File: config.mk
export PLATFORM = sky130hd
export DESIGN_NAME = gpp_port
export DESIGN_NICKNAME = d
export VERILOG_FILES = /design/src/hw/gpp_sync2.v /design/src/hw/gpp_port.v
export VERILOG_INCLUDE_DIRS = /design/src /design/src/hw
export SDC_FILE = /design/constraint.sdc
export NUM_CORES = 1
export LEC_CHECK = 0
export BUFFER_PORTS_ARGS = -buffer_cell sky130_fd_sc_hd__buf_2
export CORE_MARGIN = 2
export CORE_UTILIZATION = 40
export CTS_BUF_LIST = sky130_fd_sc_hd__clkbuf_8
export CTS_CLUSTER_SIZE = 20
export DETAILED_ROUTE_END_ITERATION = 8
export GPL_ROUTABILITY_DRIVEN = 0
export PLACE_DENSITY = 0.71
export SLEW_MARGIN = 20
export SYNTH_ARGS = -nofsm -noshare
export SYNTH_HDL_FRONTEND = slang
export SYNTH_SLANG_ARGS = --single-unit
export TNS_END_PERCENT = 10
File: constraint.sdc
create_clock -name mclk_in -period 2.66 [get_ports mclk_in]
set_input_delay 0.532 -clock mclk_in [delete_from_list [all_inputs] [get_ports mclk_in]]
set_output_delay 0.532 -clock mclk_in [all_outputs]
set_load 0.01 [all_outputs]
File: src/hw/gpp_port_map.vh
/*
 * Register offsets, reset values and the bit layouts of the GPIO port block.
 * Assumes a 32-bit classic Wishbone slave with word-aligned byte addresses.
 */
// How it works
// - Writes to latch register or pin-level register store into the same latch.
// - Latch read returns stored latch; pin-level read returns sampled pin levels.
// - Direction 1 disables the driver; 0 drives the latch bit, analog too.
// - Analog select 1 forces pin-level and peripheral input values to zero, except an active master-clear port bit.
// - Analog select never changes output driving.
// - Analog select bits reset to analog; software clears them for digital use.
// - Pull-up bit 1 enables weak pull-up, 0 disables, per pin.
// - Threshold bit picks Schmitt or TTL input for reads and peripherals.
// - Slew bit 1 requests limited slew, 0 maximum rate, per pin.
// - Open-drain bit 1 makes output sink-only; 0 is push-pull.
// - Each pin can flag rising or falling input edges.
// - I2C pad controls for slew, pull-up, threshold; peripherals see I2C levels.
// - After reset every pin is an input: direction resets to 1, so no latch bit is driven.
// - An enabled analog output floats the digital output driver.
// - Priority: configuration, analog output, then port and peripheral; analog input select is ignored.
// - Master-clear pin is input-only port pin when master-clear enable and low-voltage prog enable are both 0.
// - Master-clear port bit reads 1 whenever master-clear function is enabled.
// - Master-clear pull-up forced on when enabled without low-voltage prog, or prog set.
// - Pin-level and latch keep contents across resets other than power-on.
// - Bits of unimplemented pins always read zero.
// - Pull-up turns off for output pins without changing the stored bit.
`ifndef GPP_PORT_MAP_VH
`define GPP_PORT_MAP_VH

// ----------------------------------------
// Register byte offsets
// ----------------------------------------
`define GPP_OFS_PIN_LEVEL 6'h00
`define GPP_OFS_LATCH 6'h04
`define GPP_OFS_DIRECTION 6'h08
`define GPP_OFS_ANALOG 6'h0c
`define GPP_OFS_PULLUP 6'h10
`define GPP_OFS_THRESHOLD 6'h14
`define GPP_OFS_SLEW 6'h18
`define GPP_OFS_OPEN_DRAIN 6'h1c
`define GPP_OFS_EDGE_RISE 6'h20
`define GPP_OFS_EDGE_FALL 6'h24
`define GPP_OFS_EDGE_FLAGS 6'h28
`define GPP_OFS_I2C_PAD 6'h2c

// ----------------------------------------
// Reset values
// ----------------------------------------
`define GPP_RST_DIRECTION 8'hff
`define GPP_RST_ANALOG 8'hff
`define GPP_RST_PULLUP 8'h00
`define GPP_RST_THRESHOLD 8'hff
`define GPP_RST_SLEW 8'hff
`define GPP_RST_OPEN_DRAIN 8'h00
`define GPP_RST_I2C_PAD 8'h00

// ----------------------------------------
// I2C pad control field positions
// ----------------------------------------
`define GPP_I2C_SLEW_BIT 6
`define GPP_I2C_PU_HI 5
`define GPP_I2C_PU_LO 4
`define GPP_I2C_TH_HI 1
`define GPP_I2C_TH_LO 0
`define GPP_I2C_MASK 8'h73

`endif

File: src/hw/gpp_sync2.v
/*
 * Two-flop synchroniser for a bus of pin levels.
 * Assumes inputs are asynchronous to mclk_in; first stage read only by second.
 */
module gpp_sync2 #(
    parameter WIDTH = 8
) (
    input wire mclk_in,
    input wire [WIDTH-1:0] async_in,
    output reg [WIDTH-1:0] sync_out
);

reg [WIDTH-1:0] meta_reg;

// ----------------------------------------
// Synchroniser stages
// ----------------------------------------
// No reset: pin levels carry no control state
always @(posedge mclk_in) begin
    meta_reg <= async_in;
    sync_out <= meta_reg;
end

endmodule // gpp_sync2

File: src/hw/gpp_port.v
/*
 * One 8-bit GPIO port: latch, direction, analog, pull-up, threshold, slew,
 * open-drain, edge detection and master-clear pin handling, behind Wishbone.
 * Assumes the pad ring resolves the pins from out/oe and applies pad controls.
 */
`include "gpp_port_map.vh"

module gpp_port #(
    parameter [7:0] IMPL_MASK = 8'hff,
    parameter [7:0] I2C_PAD_MASK = 8'h00,
    parameter integer MASTER_CLEAR_PIN_BIT = 3,
    parameter HAS_MASTER_CLEAR_PIN = 1'b0
) (
    input wire mclk_in,
    input wire nrst_in,
    input wire por_in,
    input wire wb_cyc_in,
    input wire wb_stb_in,
    input wire wb_we_in,
    input wire [5:0] wb_adr_in,
    input wire [3:0] wb_sel_in,
    input wire [31:0] wb_dat_in,
    output reg [31:0] wb_dat_out,
    output reg wb_ack_out,
    output reg wb_err_out,
    input wire [7:0] pin_in,
    input wire [7:0] pin_ttl_in,
    input wire [7:0] pin_i2c_in,
    output reg [7:0] pin_out,
    output reg [7:0] pin_oe_out,
    output reg [7:0] pullup_enable_out,
    output reg [7:0] slew_limit_out,
    output reg [7:0] i2c_slew_out,
    output reg [15:0] i2c_pullup_out,
    output reg [15:0] i2c_threshold_out,
    output reg [7:0] periph_in_out,
    output reg [7:0] edge_flags_out,
    input wire [7:0] analog_out_en_in,
    input wire [7:0] cfg_own_in,
    input wire [7:0] cfg_oe_in,
    input wire [7:0] cfg_out_in,
    input wire [7:0] pps_sel_in,
    input wire [7:0] pps_out_in,
    input wire [7:0] i2c_mode_in,
    input wire master_clear_enable_in,
    input wire low_voltage_prog_enable_in
);

// ----------------------------------------
// Registers
// ----------------------------------------
reg [7:0] latch_reg;
reg [7:0] dir_reg;
reg [7:0] analog_reg;
reg [7:0] pullup_reg;
reg [7:0] thresh_reg;
reg [7:0] slew_reg;
reg [7:0] od_reg;
reg [7:0] rise_en_reg;
reg [7:0] fall_en_reg;
reg [7:0] flags_reg;
reg [7:0] prev_reg;
reg prev_valid_reg;
reg [7:0] i2c_pad_reg [0:7];
reg [2:0] i2c_idx_reg;

wire [7:0] st_sync;
wire [7:0] ttl_sync;
wire [7:0] i2c_sync;

// One loop index per process so no variable has two drivers
integer i;
integer j;
integer k;
integer m;

// ----------------------------------------
// Helper functions
// ----------------------------------------
// Byte-lane 0 merge, used by the latch register only
function [7:0] wr_byte;
    input [7:0] old_val;
    input [31:0] data;
    input [3:0] sel;
    begin
        wr_byte = sel[0] ? data[7:0] : old_val;
    end
endfunction

// Master-clear pin is a plain port pin only when this is false
function master_clear_pin_active;
    input mce;
    input low_voltage_prog_enable;
    begin
        master_clear_pin_active = low_voltage_prog_enable | mce;
    end
endfunction

// ----------------------------------------
// Pin synchronisers
// ----------------------------------------
// Every level path crosses into mclk_in before use
gpp_sync2 #(.WIDTH(8)) u_sync_st (
    .mclk_in(mclk_in),
    .async_in(pin_in),
    .sync_out(st_sync)
);

gpp_sync2 #(.WIDTH(8)) u_sync_ttl (
    .mclk_in(mclk_in),
    .async_in(pin_ttl_in),
    .sync_out(ttl_sync)
);

gpp_sync2 #(.WIDTH(8)) u_sync_i2c (
    .mclk_in(mclk_in),
    .async_in(pin_i2c_in),
    .sync_out(i2c_sync)
);

// ----------------------------------------
// Input selection
// ----------------------------------------
reg [7:0] thr_level;
reg [7:0] dig_level;
reg [7:0] periph_level;
reg [7:0] port_read;
reg [7:0] fixed_mask;
wire master_clear_pin_on = master_clear_pin_active(master_clear_enable_in, low_voltage_prog_enable_in);

// Threshold choice, analog gating and I2C level override
always @* begin
    fixed_mask = 8'h00;
    if (HAS_MASTER_CLEAR_PIN)
        fixed_mask[MASTER_CLEAR_PIN_BIT] = 1'b1;
    thr_level = (thresh_reg & st_sync) | (~thresh_reg & ttl_sync);
    dig_level = thr_level & ~analog_reg & IMPL_MASK;
    periph_level = dig_level;
    for (j = 0; j < 8; j = j + 1) begin
        if (I2C_PAD_MASK[j] && i2c_mode_in[j] && !analog_reg[j])
            periph_level[j] = i2c_sync[j];
    end
    port_read = dig_level;
    if (HAS_MASTER_CLEAR_PIN && master_clear_pin_on)
        port_read[MASTER_CLEAR_PIN_BIT] = 1'b1;
end

// ----------------------------------------
// Output driver and pad control
// ----------------------------------------
reg [7:0] drv_val;
reg [7:0] drv_en;
reg [7:0] pu_eff;

// Fixed priority: configuration, analog out, port/PERIPHERAL_PIN_SELECT
always @* begin
    for (i = 0; i < 8; i = i + 1) begin
        if (cfg_own_in[i]) begin
            drv_val[i] = cfg_out_in[i];
            drv_en[i] = cfg_oe_in[i];
        end else if (analog_out_en_in[i]) begin
            drv_val[i] = 1'b0;
            drv_en[i] = 1'b0;
        end else begin
            // Latch by default, PERIPHERAL_PIN_SELECT only when selected; analog select ignored
            drv_val[i] = pps_sel_in[i] ? pps_out_in[i] : latch_reg[i];
            drv_en[i] = ~dir_reg[i];
            if (od_reg[i]) begin
                // Sink only: drive low while value is 0
                drv_en[i] = ~dir_reg[i] & ~drv_val[i];
                drv_val[i] = 1'b0;
            end
        end
        // Input-only pin never drives
        if (HAS_MASTER_CLEAR_PIN && i == MASTER_CLEAR_PIN_BIT) begin
            drv_en[i] = 1'b0;
            drv_val[i] = 1'b0;
        end
    end
    drv_en = drv_en & IMPL_MASK;
    drv_val = drv_val & IMPL_MASK;
    pu_eff = pullup_reg & dir_reg & IMPL_MASK;
    if (HAS_MASTER_CLEAR_PIN && ((master_clear_enable_in && !low_voltage_prog_enable_in)
                     || low_voltage_prog_enable_in))
        pu_eff[MASTER_CLEAR_PIN_BIT] = 1'b1;
end

// Registered pad outputs
always @(posedge mclk_in) begin
    if (!nrst_in) begin
        pin_out <= 8'h00;
        pin_oe_out <= 8'h00;
        pullup_enable_out <= 8'h00;
        slew_limit_out <= 8'h00;
        i2c_slew_out <= 8'h00;
        i2c_pullup_out <= 16'h0000;
        i2c_threshold_out <= 16'h0000;
        periph_in_out <= 8'h00;
    end else begin
        pin_out <= drv_val;
        pin_oe_out <= drv_en;
        pullup_enable_out <= pu_eff;
        for (k = 0; k < 8; k = k + 1) begin
            // I2C slew replaces standard slew when enabled
            i2c_slew_out[k] <= I2C_PAD_MASK[k] & i2c_pad_reg[k][`GPP_I2C_SLEW_BIT];
            slew_limit_out[k] <= IMPL_MASK[k] & slew_reg[k]
                & ~(I2C_PAD_MASK[k] & i2c_pad_reg[k][`GPP_I2C_SLEW_BIT]);
            i2c_pullup_out[2*k +: 2] <= I2C_PAD_MASK[k] ?
                i2c_pad_reg[k][`GPP_I2C_PU_HI:`GPP_I2C_PU_LO] : 2'b00;
            i2c_threshold_out[2*k +: 2] <= I2C_PAD_MASK[k] ?
                i2c_pad_reg[k][`GPP_I2C_TH_HI:`GPP_I2C_TH_LO] : 2'b00;
        end
        periph_in_out <= periph_level;
    end
end

// ----------------------------------------
// Edge detection
// ----------------------------------------
wire [7:0] rise_evt = dig_level & ~prev_reg & rise_en_reg & {8{prev_valid_reg}};
wire [7:0] fall_evt = ~dig_level & prev_reg & fall_en_reg & {8{prev_valid_reg}};
wire bus_req = wb_cyc_in & wb_stb_in & ~wb_ack_out & ~wb_err_out;
wire bus_wr = bus_req & wb_we_in & wb_sel_in[0];
wire [7:0] flag_clr = (bus_wr && wb_adr_in == `GPP_OFS_EDGE_FLAGS) ? wb_dat_in[7:0] : 8'h00;

// Sticky flags; a new edge wins over a write-one clear
always @(posedge mclk_in) begin
    if (!nrst_in) begin
        prev_reg <= 8'h00;
        prev_valid_reg <= 1'b0;
        flags_reg <= 8'h00;
        edge_flags_out <= 8'h00;
    end else begin
        prev_reg <= dig_level;
        prev_valid_reg <= 1'b1;
        flags_reg <= ((flags_reg & ~flag_clr) | rise_evt | fall_evt) & IMPL_MASK;
        edge_flags_out <= ((flags_reg & ~flag_clr) | rise_evt | fall_evt) & IMPL_MASK;
    end
end

// ----------------------------------------
// Output latch
// ----------------------------------------
// Only power-on clears the latch; other resets leave it alone
always @(posedge mclk_in) begin
    if (por_in)
        latch_reg <= 8'h00;
    else if (bus_wr && (wb_adr_in == `GPP_OFS_LATCH || wb_adr_in == `GPP_OFS_PIN_LEVEL))
        latch_reg <= wr_byte(latch_reg, wb_dat_in, wb_sel_in) & IMPL_MASK & ~fixed_mask;
end

// ----------------------------------------
// Control registers
// ----------------------------------------
always @(posedge mclk_in) begin
    if (!nrst_in) begin
        dir_reg <= `GPP_RST_DIRECTION & IMPL_MASK;
        analog_reg <= `GPP_RST_ANALOG & IMPL_MASK;
        pullup_reg <= `GPP_RST_PULLUP;
        thresh_reg <= `GPP_RST_THRESHOLD & IMPL_MASK;
        slew_reg <= `GPP_RST_SLEW & IMPL_MASK;
        od_reg <= `GPP_RST_OPEN_DRAIN;
        rise_en_reg <= 8'h00;
        fall_en_reg <= 8'h00;
        i2c_idx_reg <= 3'h0;
        for (m = 0; m < 8; m = m + 1)
            i2c_pad_reg[m] <= `GPP_RST_I2C_PAD;
    end else if (bus_wr) begin
        case (wb_adr_in)
            `GPP_OFS_DIRECTION: dir_reg <= (wb_dat_in[7:0] | fixed_mask) & IMPL_MASK;
            `GPP_OFS_ANALOG: analog_reg <= wb_dat_in[7:0] & IMPL_MASK;
            `GPP_OFS_PULLUP: pullup_reg <= wb_dat_in[7:0] & IMPL_MASK;
            `GPP_OFS_THRESHOLD: thresh_reg <= wb_dat_in[7:0] & IMPL_MASK;
            `GPP_OFS_SLEW: slew_reg <= wb_dat_in[7:0] & IMPL_MASK;
            `GPP_OFS_OPEN_DRAIN: od_reg <= wb_dat_in[7:0] & IMPL_MASK;
            `GPP_OFS_EDGE_RISE: rise_en_reg <= wb_dat_in[7:0] & IMPL_MASK;
            `GPP_OFS_EDGE_FALL: fall_en_reg <= wb_dat_in[7:0] & IMPL_MASK;
            // Pad control: bits 10:8 pick the pin, 7:0 the settings
            `GPP_OFS_I2C_PAD: begin
                i2c_idx_reg <= wb_dat_in[10:8];
                if (I2C_PAD_MASK[wb_dat_in[10:8]])
                    i2c_pad_reg[wb_dat_in[10:8]] <= wb_dat_in[7:0] & `GPP_I2C_MASK;
            end
            default: ;
        endcase
    end
end

// ----------------------------------------
// Wishbone slave
// ----------------------------------------
reg [7:0] rd_byte;
reg rd_hit;

// Read mux; unimplemented bits come back as zero
always @* begin
    rd_hit = 1'b1;
    case (wb_adr_in)
        `GPP_OFS_PIN_LEVEL: rd_byte = port_read;
        `GPP_OFS_LATCH: rd_byte = latch_reg;
        `GPP_OFS_DIRECTION: rd_byte = dir_reg;
        `GPP_OFS_ANALOG: rd_byte = analog_reg;
        `GPP_OFS_PULLUP: rd_byte = pullup_reg;
        `GPP_OFS_THRESHOLD: rd_byte = thresh_reg;
        `GPP_OFS_SLEW: rd_byte = slew_reg;
        `GPP_OFS_OPEN_DRAIN: rd_byte = od_reg;
        `GPP_OFS_EDGE_RISE: rd_byte = rise_en_reg;
        `GPP_OFS_EDGE_FALL: rd_byte = fall_en_reg;
        `GPP_OFS_EDGE_FLAGS: rd_byte = flags_reg;
        `GPP_OFS_I2C_PAD: rd_byte = i2c_pad_reg[i2c_idx_reg];
        default: begin
            rd_byte = 8'h00;
            rd_hit = 1'b0;
        end
    endcase
end

// One-cycle answer; unmapped addresses get err instead of ack
always @(posedge mclk_in) begin
    if (!nrst_in) begin
        wb_ack_out <= 1'b0;
        wb_err_out <= 1'b0;
        wb_dat_out <= 32'h0000_0000;
    end else begin
        wb_ack_out <= bus_req & rd_hit;
        wb_err_out <= bus_req & ~rd_hit;
        wb_dat_out <= (bus_req & rd_hit & ~wb_we_in) ? {24'h00_0000, rd_byte} : 32'h0000_0000;
    end
end

endmodule // gpp_port

==> flow_metrics.tcl <==
set metrics [dict create \
    status "finished, final reports clean" \
    irDropWorstVdd_mv 0.3266 \
    io_buffer_count 142 \
    grt_use_total_pct 19.56 \
    start_util_pct 41.11 \
    finClkSkew_ns 0.01122 \
    wl_met2_mm 8.582 \
    pwr_density_cell_mw_per_mm2 567.9 \
    worstSkewPairLatency_ns 0.46 \
    io_pins 252 \
    coreArea_sq_mm 0.01664 \
    grt_pass1_wl_mm 26.65 \
    synth.cell_area_sq_mm 0.006842 \
    hold_violations 0 \
    maxSlewViolCount 0 \
    layout.nets 975 \
    period_needed_ns 2.039 \
    drive_gt1_share_pct 25.29 \
    routed.top_layer "met4" \
    worst_pin_slew_ns 0.7421 \
    wl_met1_mm 7.361 \
    fp.dieW_microns 134.8 \
    final_cell_mix "163 x dfxtp_1, 142 x buf_2, 104 x mux2i_1, 64 x conb_1, 61 x nor2_1" \
    htreeDepth 4 \
    routedWlPerCell_microns 16.62 \
    post_cts_resize_count 0 \
    antenna-diode-count 0 \
    tns_ns 0 \
    drv_cap 0 \
    hold_path_class "input pin to flop" \
    clkSlewWorstSetupHoldPaths_ns 0.09 \
    worst_setup_path_start_kind "flop" \
    syn_inst 694 \
    cts_buffer_depth 2 \
    final_common_cell "dfxtp_1" \
    synth_flop_cell "dfxtp_1" \
    n_fill_cell 1568 \
    cts_buffers 17 \
    final_antenna_net_count 0 \
    grt_remaining_overflow 0 \
    postCtsSetupBuffers 0 \
    die_height_microns 134.8 \
    ys.warnings.count 0 \
    worstSetupPathType "flop to flop" \
    post-route-period-util_pct 76.64 \
    ys_ff_latch 163 \
    avgViaCountPerCell 5.018 \
    cp_data_arrival_time_ns 2.38 \
    p_leak_nw 3.502 \
    tritoncts "yes" \
    synthDistinctLibCells 43 \
    dp.final_hpwl_mm 13.00 \
    maxSlewHeadroom_pct 50.52 \
    die-area_sq_mm 0.01817 \
    met3_length_mm 1.470 \
    syn2layout_area_growth_pct 17.17 \
    row_count 47 \
    dr.pass1.iters 5 \
    drc 0 \
    required_ns 3.00 \
    critPathMaxStageDelay_ns 0.56 \
    seq_area_sq_mm 0.003263 \
    total_power_w 0.004552 \
    vias 5409 \
    multi_input_area_sq_mm 0.003080 \
    crit_path_end_kind "flop" \
    cts.sinks 163 \
    crit_slowest_cell "or3_1" \
    synthArstFlopShare_pct 0 \
    syn_avg_cell_area_sq_um 9.858 \
    setup_viol 0 \
    grt_setup_unrepaired "false" \
    drt_iter0_drc 412 \
    max_freq_mhz 490.5 \
    grt_max_degree 65 \
    synth_enable_flop_cells 0 \
    antenna_found_initial 0 \
    yosysSeqAreaShare_pct 47.70 \
    cts-root-buf "clkbuf_8" \
    cp_max_fo 8 \
    wirelength_mm 17.91 \
    path_cells "nand4bb_1 > or2_2 > or3_1 > a31oi_1" \
    ctsHoldBuffers 0 \
    first_global_vias 4923 \
]
## synth_stat cells, types with 9 or more instances
| cell | count | area [sq um] |
|---|---|---|
| a21oi_1 | 27 | 135.1 |
| a221oi_1 | 10 | 87.58 |
| and3_1 | 11 | 68.82 |
| buf_1 | 9 | 33.78 |
| buf_4 | 64 | 480.5 |
| clkbuf_1 | 23 | 86.33 |
| dfxtp_1 | 163 | 3263 |
| inv_1 | 23 | 86.33 |
| mux2i_1 | 104 | 1041 |
| nand2_1 | 45 | 168.9 |
| nor2_1 | 61 | 229.0 |
| nor3_1 | 24 | 120.1 |
| nor4_1 | 12 | 75.07 |
| nor4b_1 | 11 | 96.34 |
| o21ai_0 | 16 | 80.08 |
## cell type report
type | count | area share, %
Clock inverter | 14 | 1.592
Multi-Input combinational cell | 468 | 38.43
Clock buffer | 18 | 3.090
Sequential cell | 163 | 40.71
Tap cell | 220 | 3.434
Inverter | 23 | 1.077
Timing Repair Buffer | 172 | 11.67
## worst max-delay path: cells and delay by family, from the launching register on
family / cells / cell delay [ns]
compound gates: 1 / 0.35
flops: 1 / 0.31
simple gates: 3 / 1.27
## stage by stage
stage	utilization (%)	instances	cell area [sq um]	setup WS, ns	hold slack (ns)
floorplan	-	757	7078	0.4443	0.3096
global placement	45.91	1046	7641	0.3493	0.3117
detailed placement	45.91	1046	7641	0.3204	0.3121
CTS	48.17	1078	8016	0.6671	0.1322
global route	48.17	1078	8016	0.5613	0.1300
finish	48.17	1078	8016	0.6213	0.1628
## where the power goes
group	internal, W	switching [W]
Clock	0.000773	0.000935
Combinational	0.000121	0.000226
Sequential	0.00248	0.0000134
## final timing paths
kind / start / to / cells past startpoint / slack (ns)
min reg2reg: u_sync_ttl.meta_reg[6]$_DFF_P_ / u_sync_ttl.sync_out[6]$_DFF_P_ / 0 / 0.33
max reg2reg: wb_err_out$_SDFF_PN0_ / wb_dat_out[6]$_SDFF_PN0_ / 4 / 0.62
min: pin_in[0] / u_sync_st.meta_reg[0]$_DFF_P_ / 1 / 0.16
max: wb_err_out$_SDFF_PN0_ / wb_dat_out[6]$_SDFF_PN0_ / 4 / 0.62
## layer usage
layer	vias up	GRT usage, %
met5	-	0
met4	0	8.772
met3	39	5.143
met2	239	31.70
met1	2512	24.48
li1	2619	-
## cell families (layout without fill, tap and decap cells)
| group | count (synthesis) | after routing | synth area share, % |
|---|---|---|---|
| buffers and inverters | 126 | 227 | 10.73 |
| and+or+nand+nor | 199 | 199 | 16.51 |
| DFF | 163 | 163 | 47.70 |
| other | 1 | 64 | 0.05481 |
| muxes | 105 | 105 | 15.38 |
| AOI/OAI and AO/OA | 100 | 100 | 9.620 |
Power figures use the tool's default switching activity.
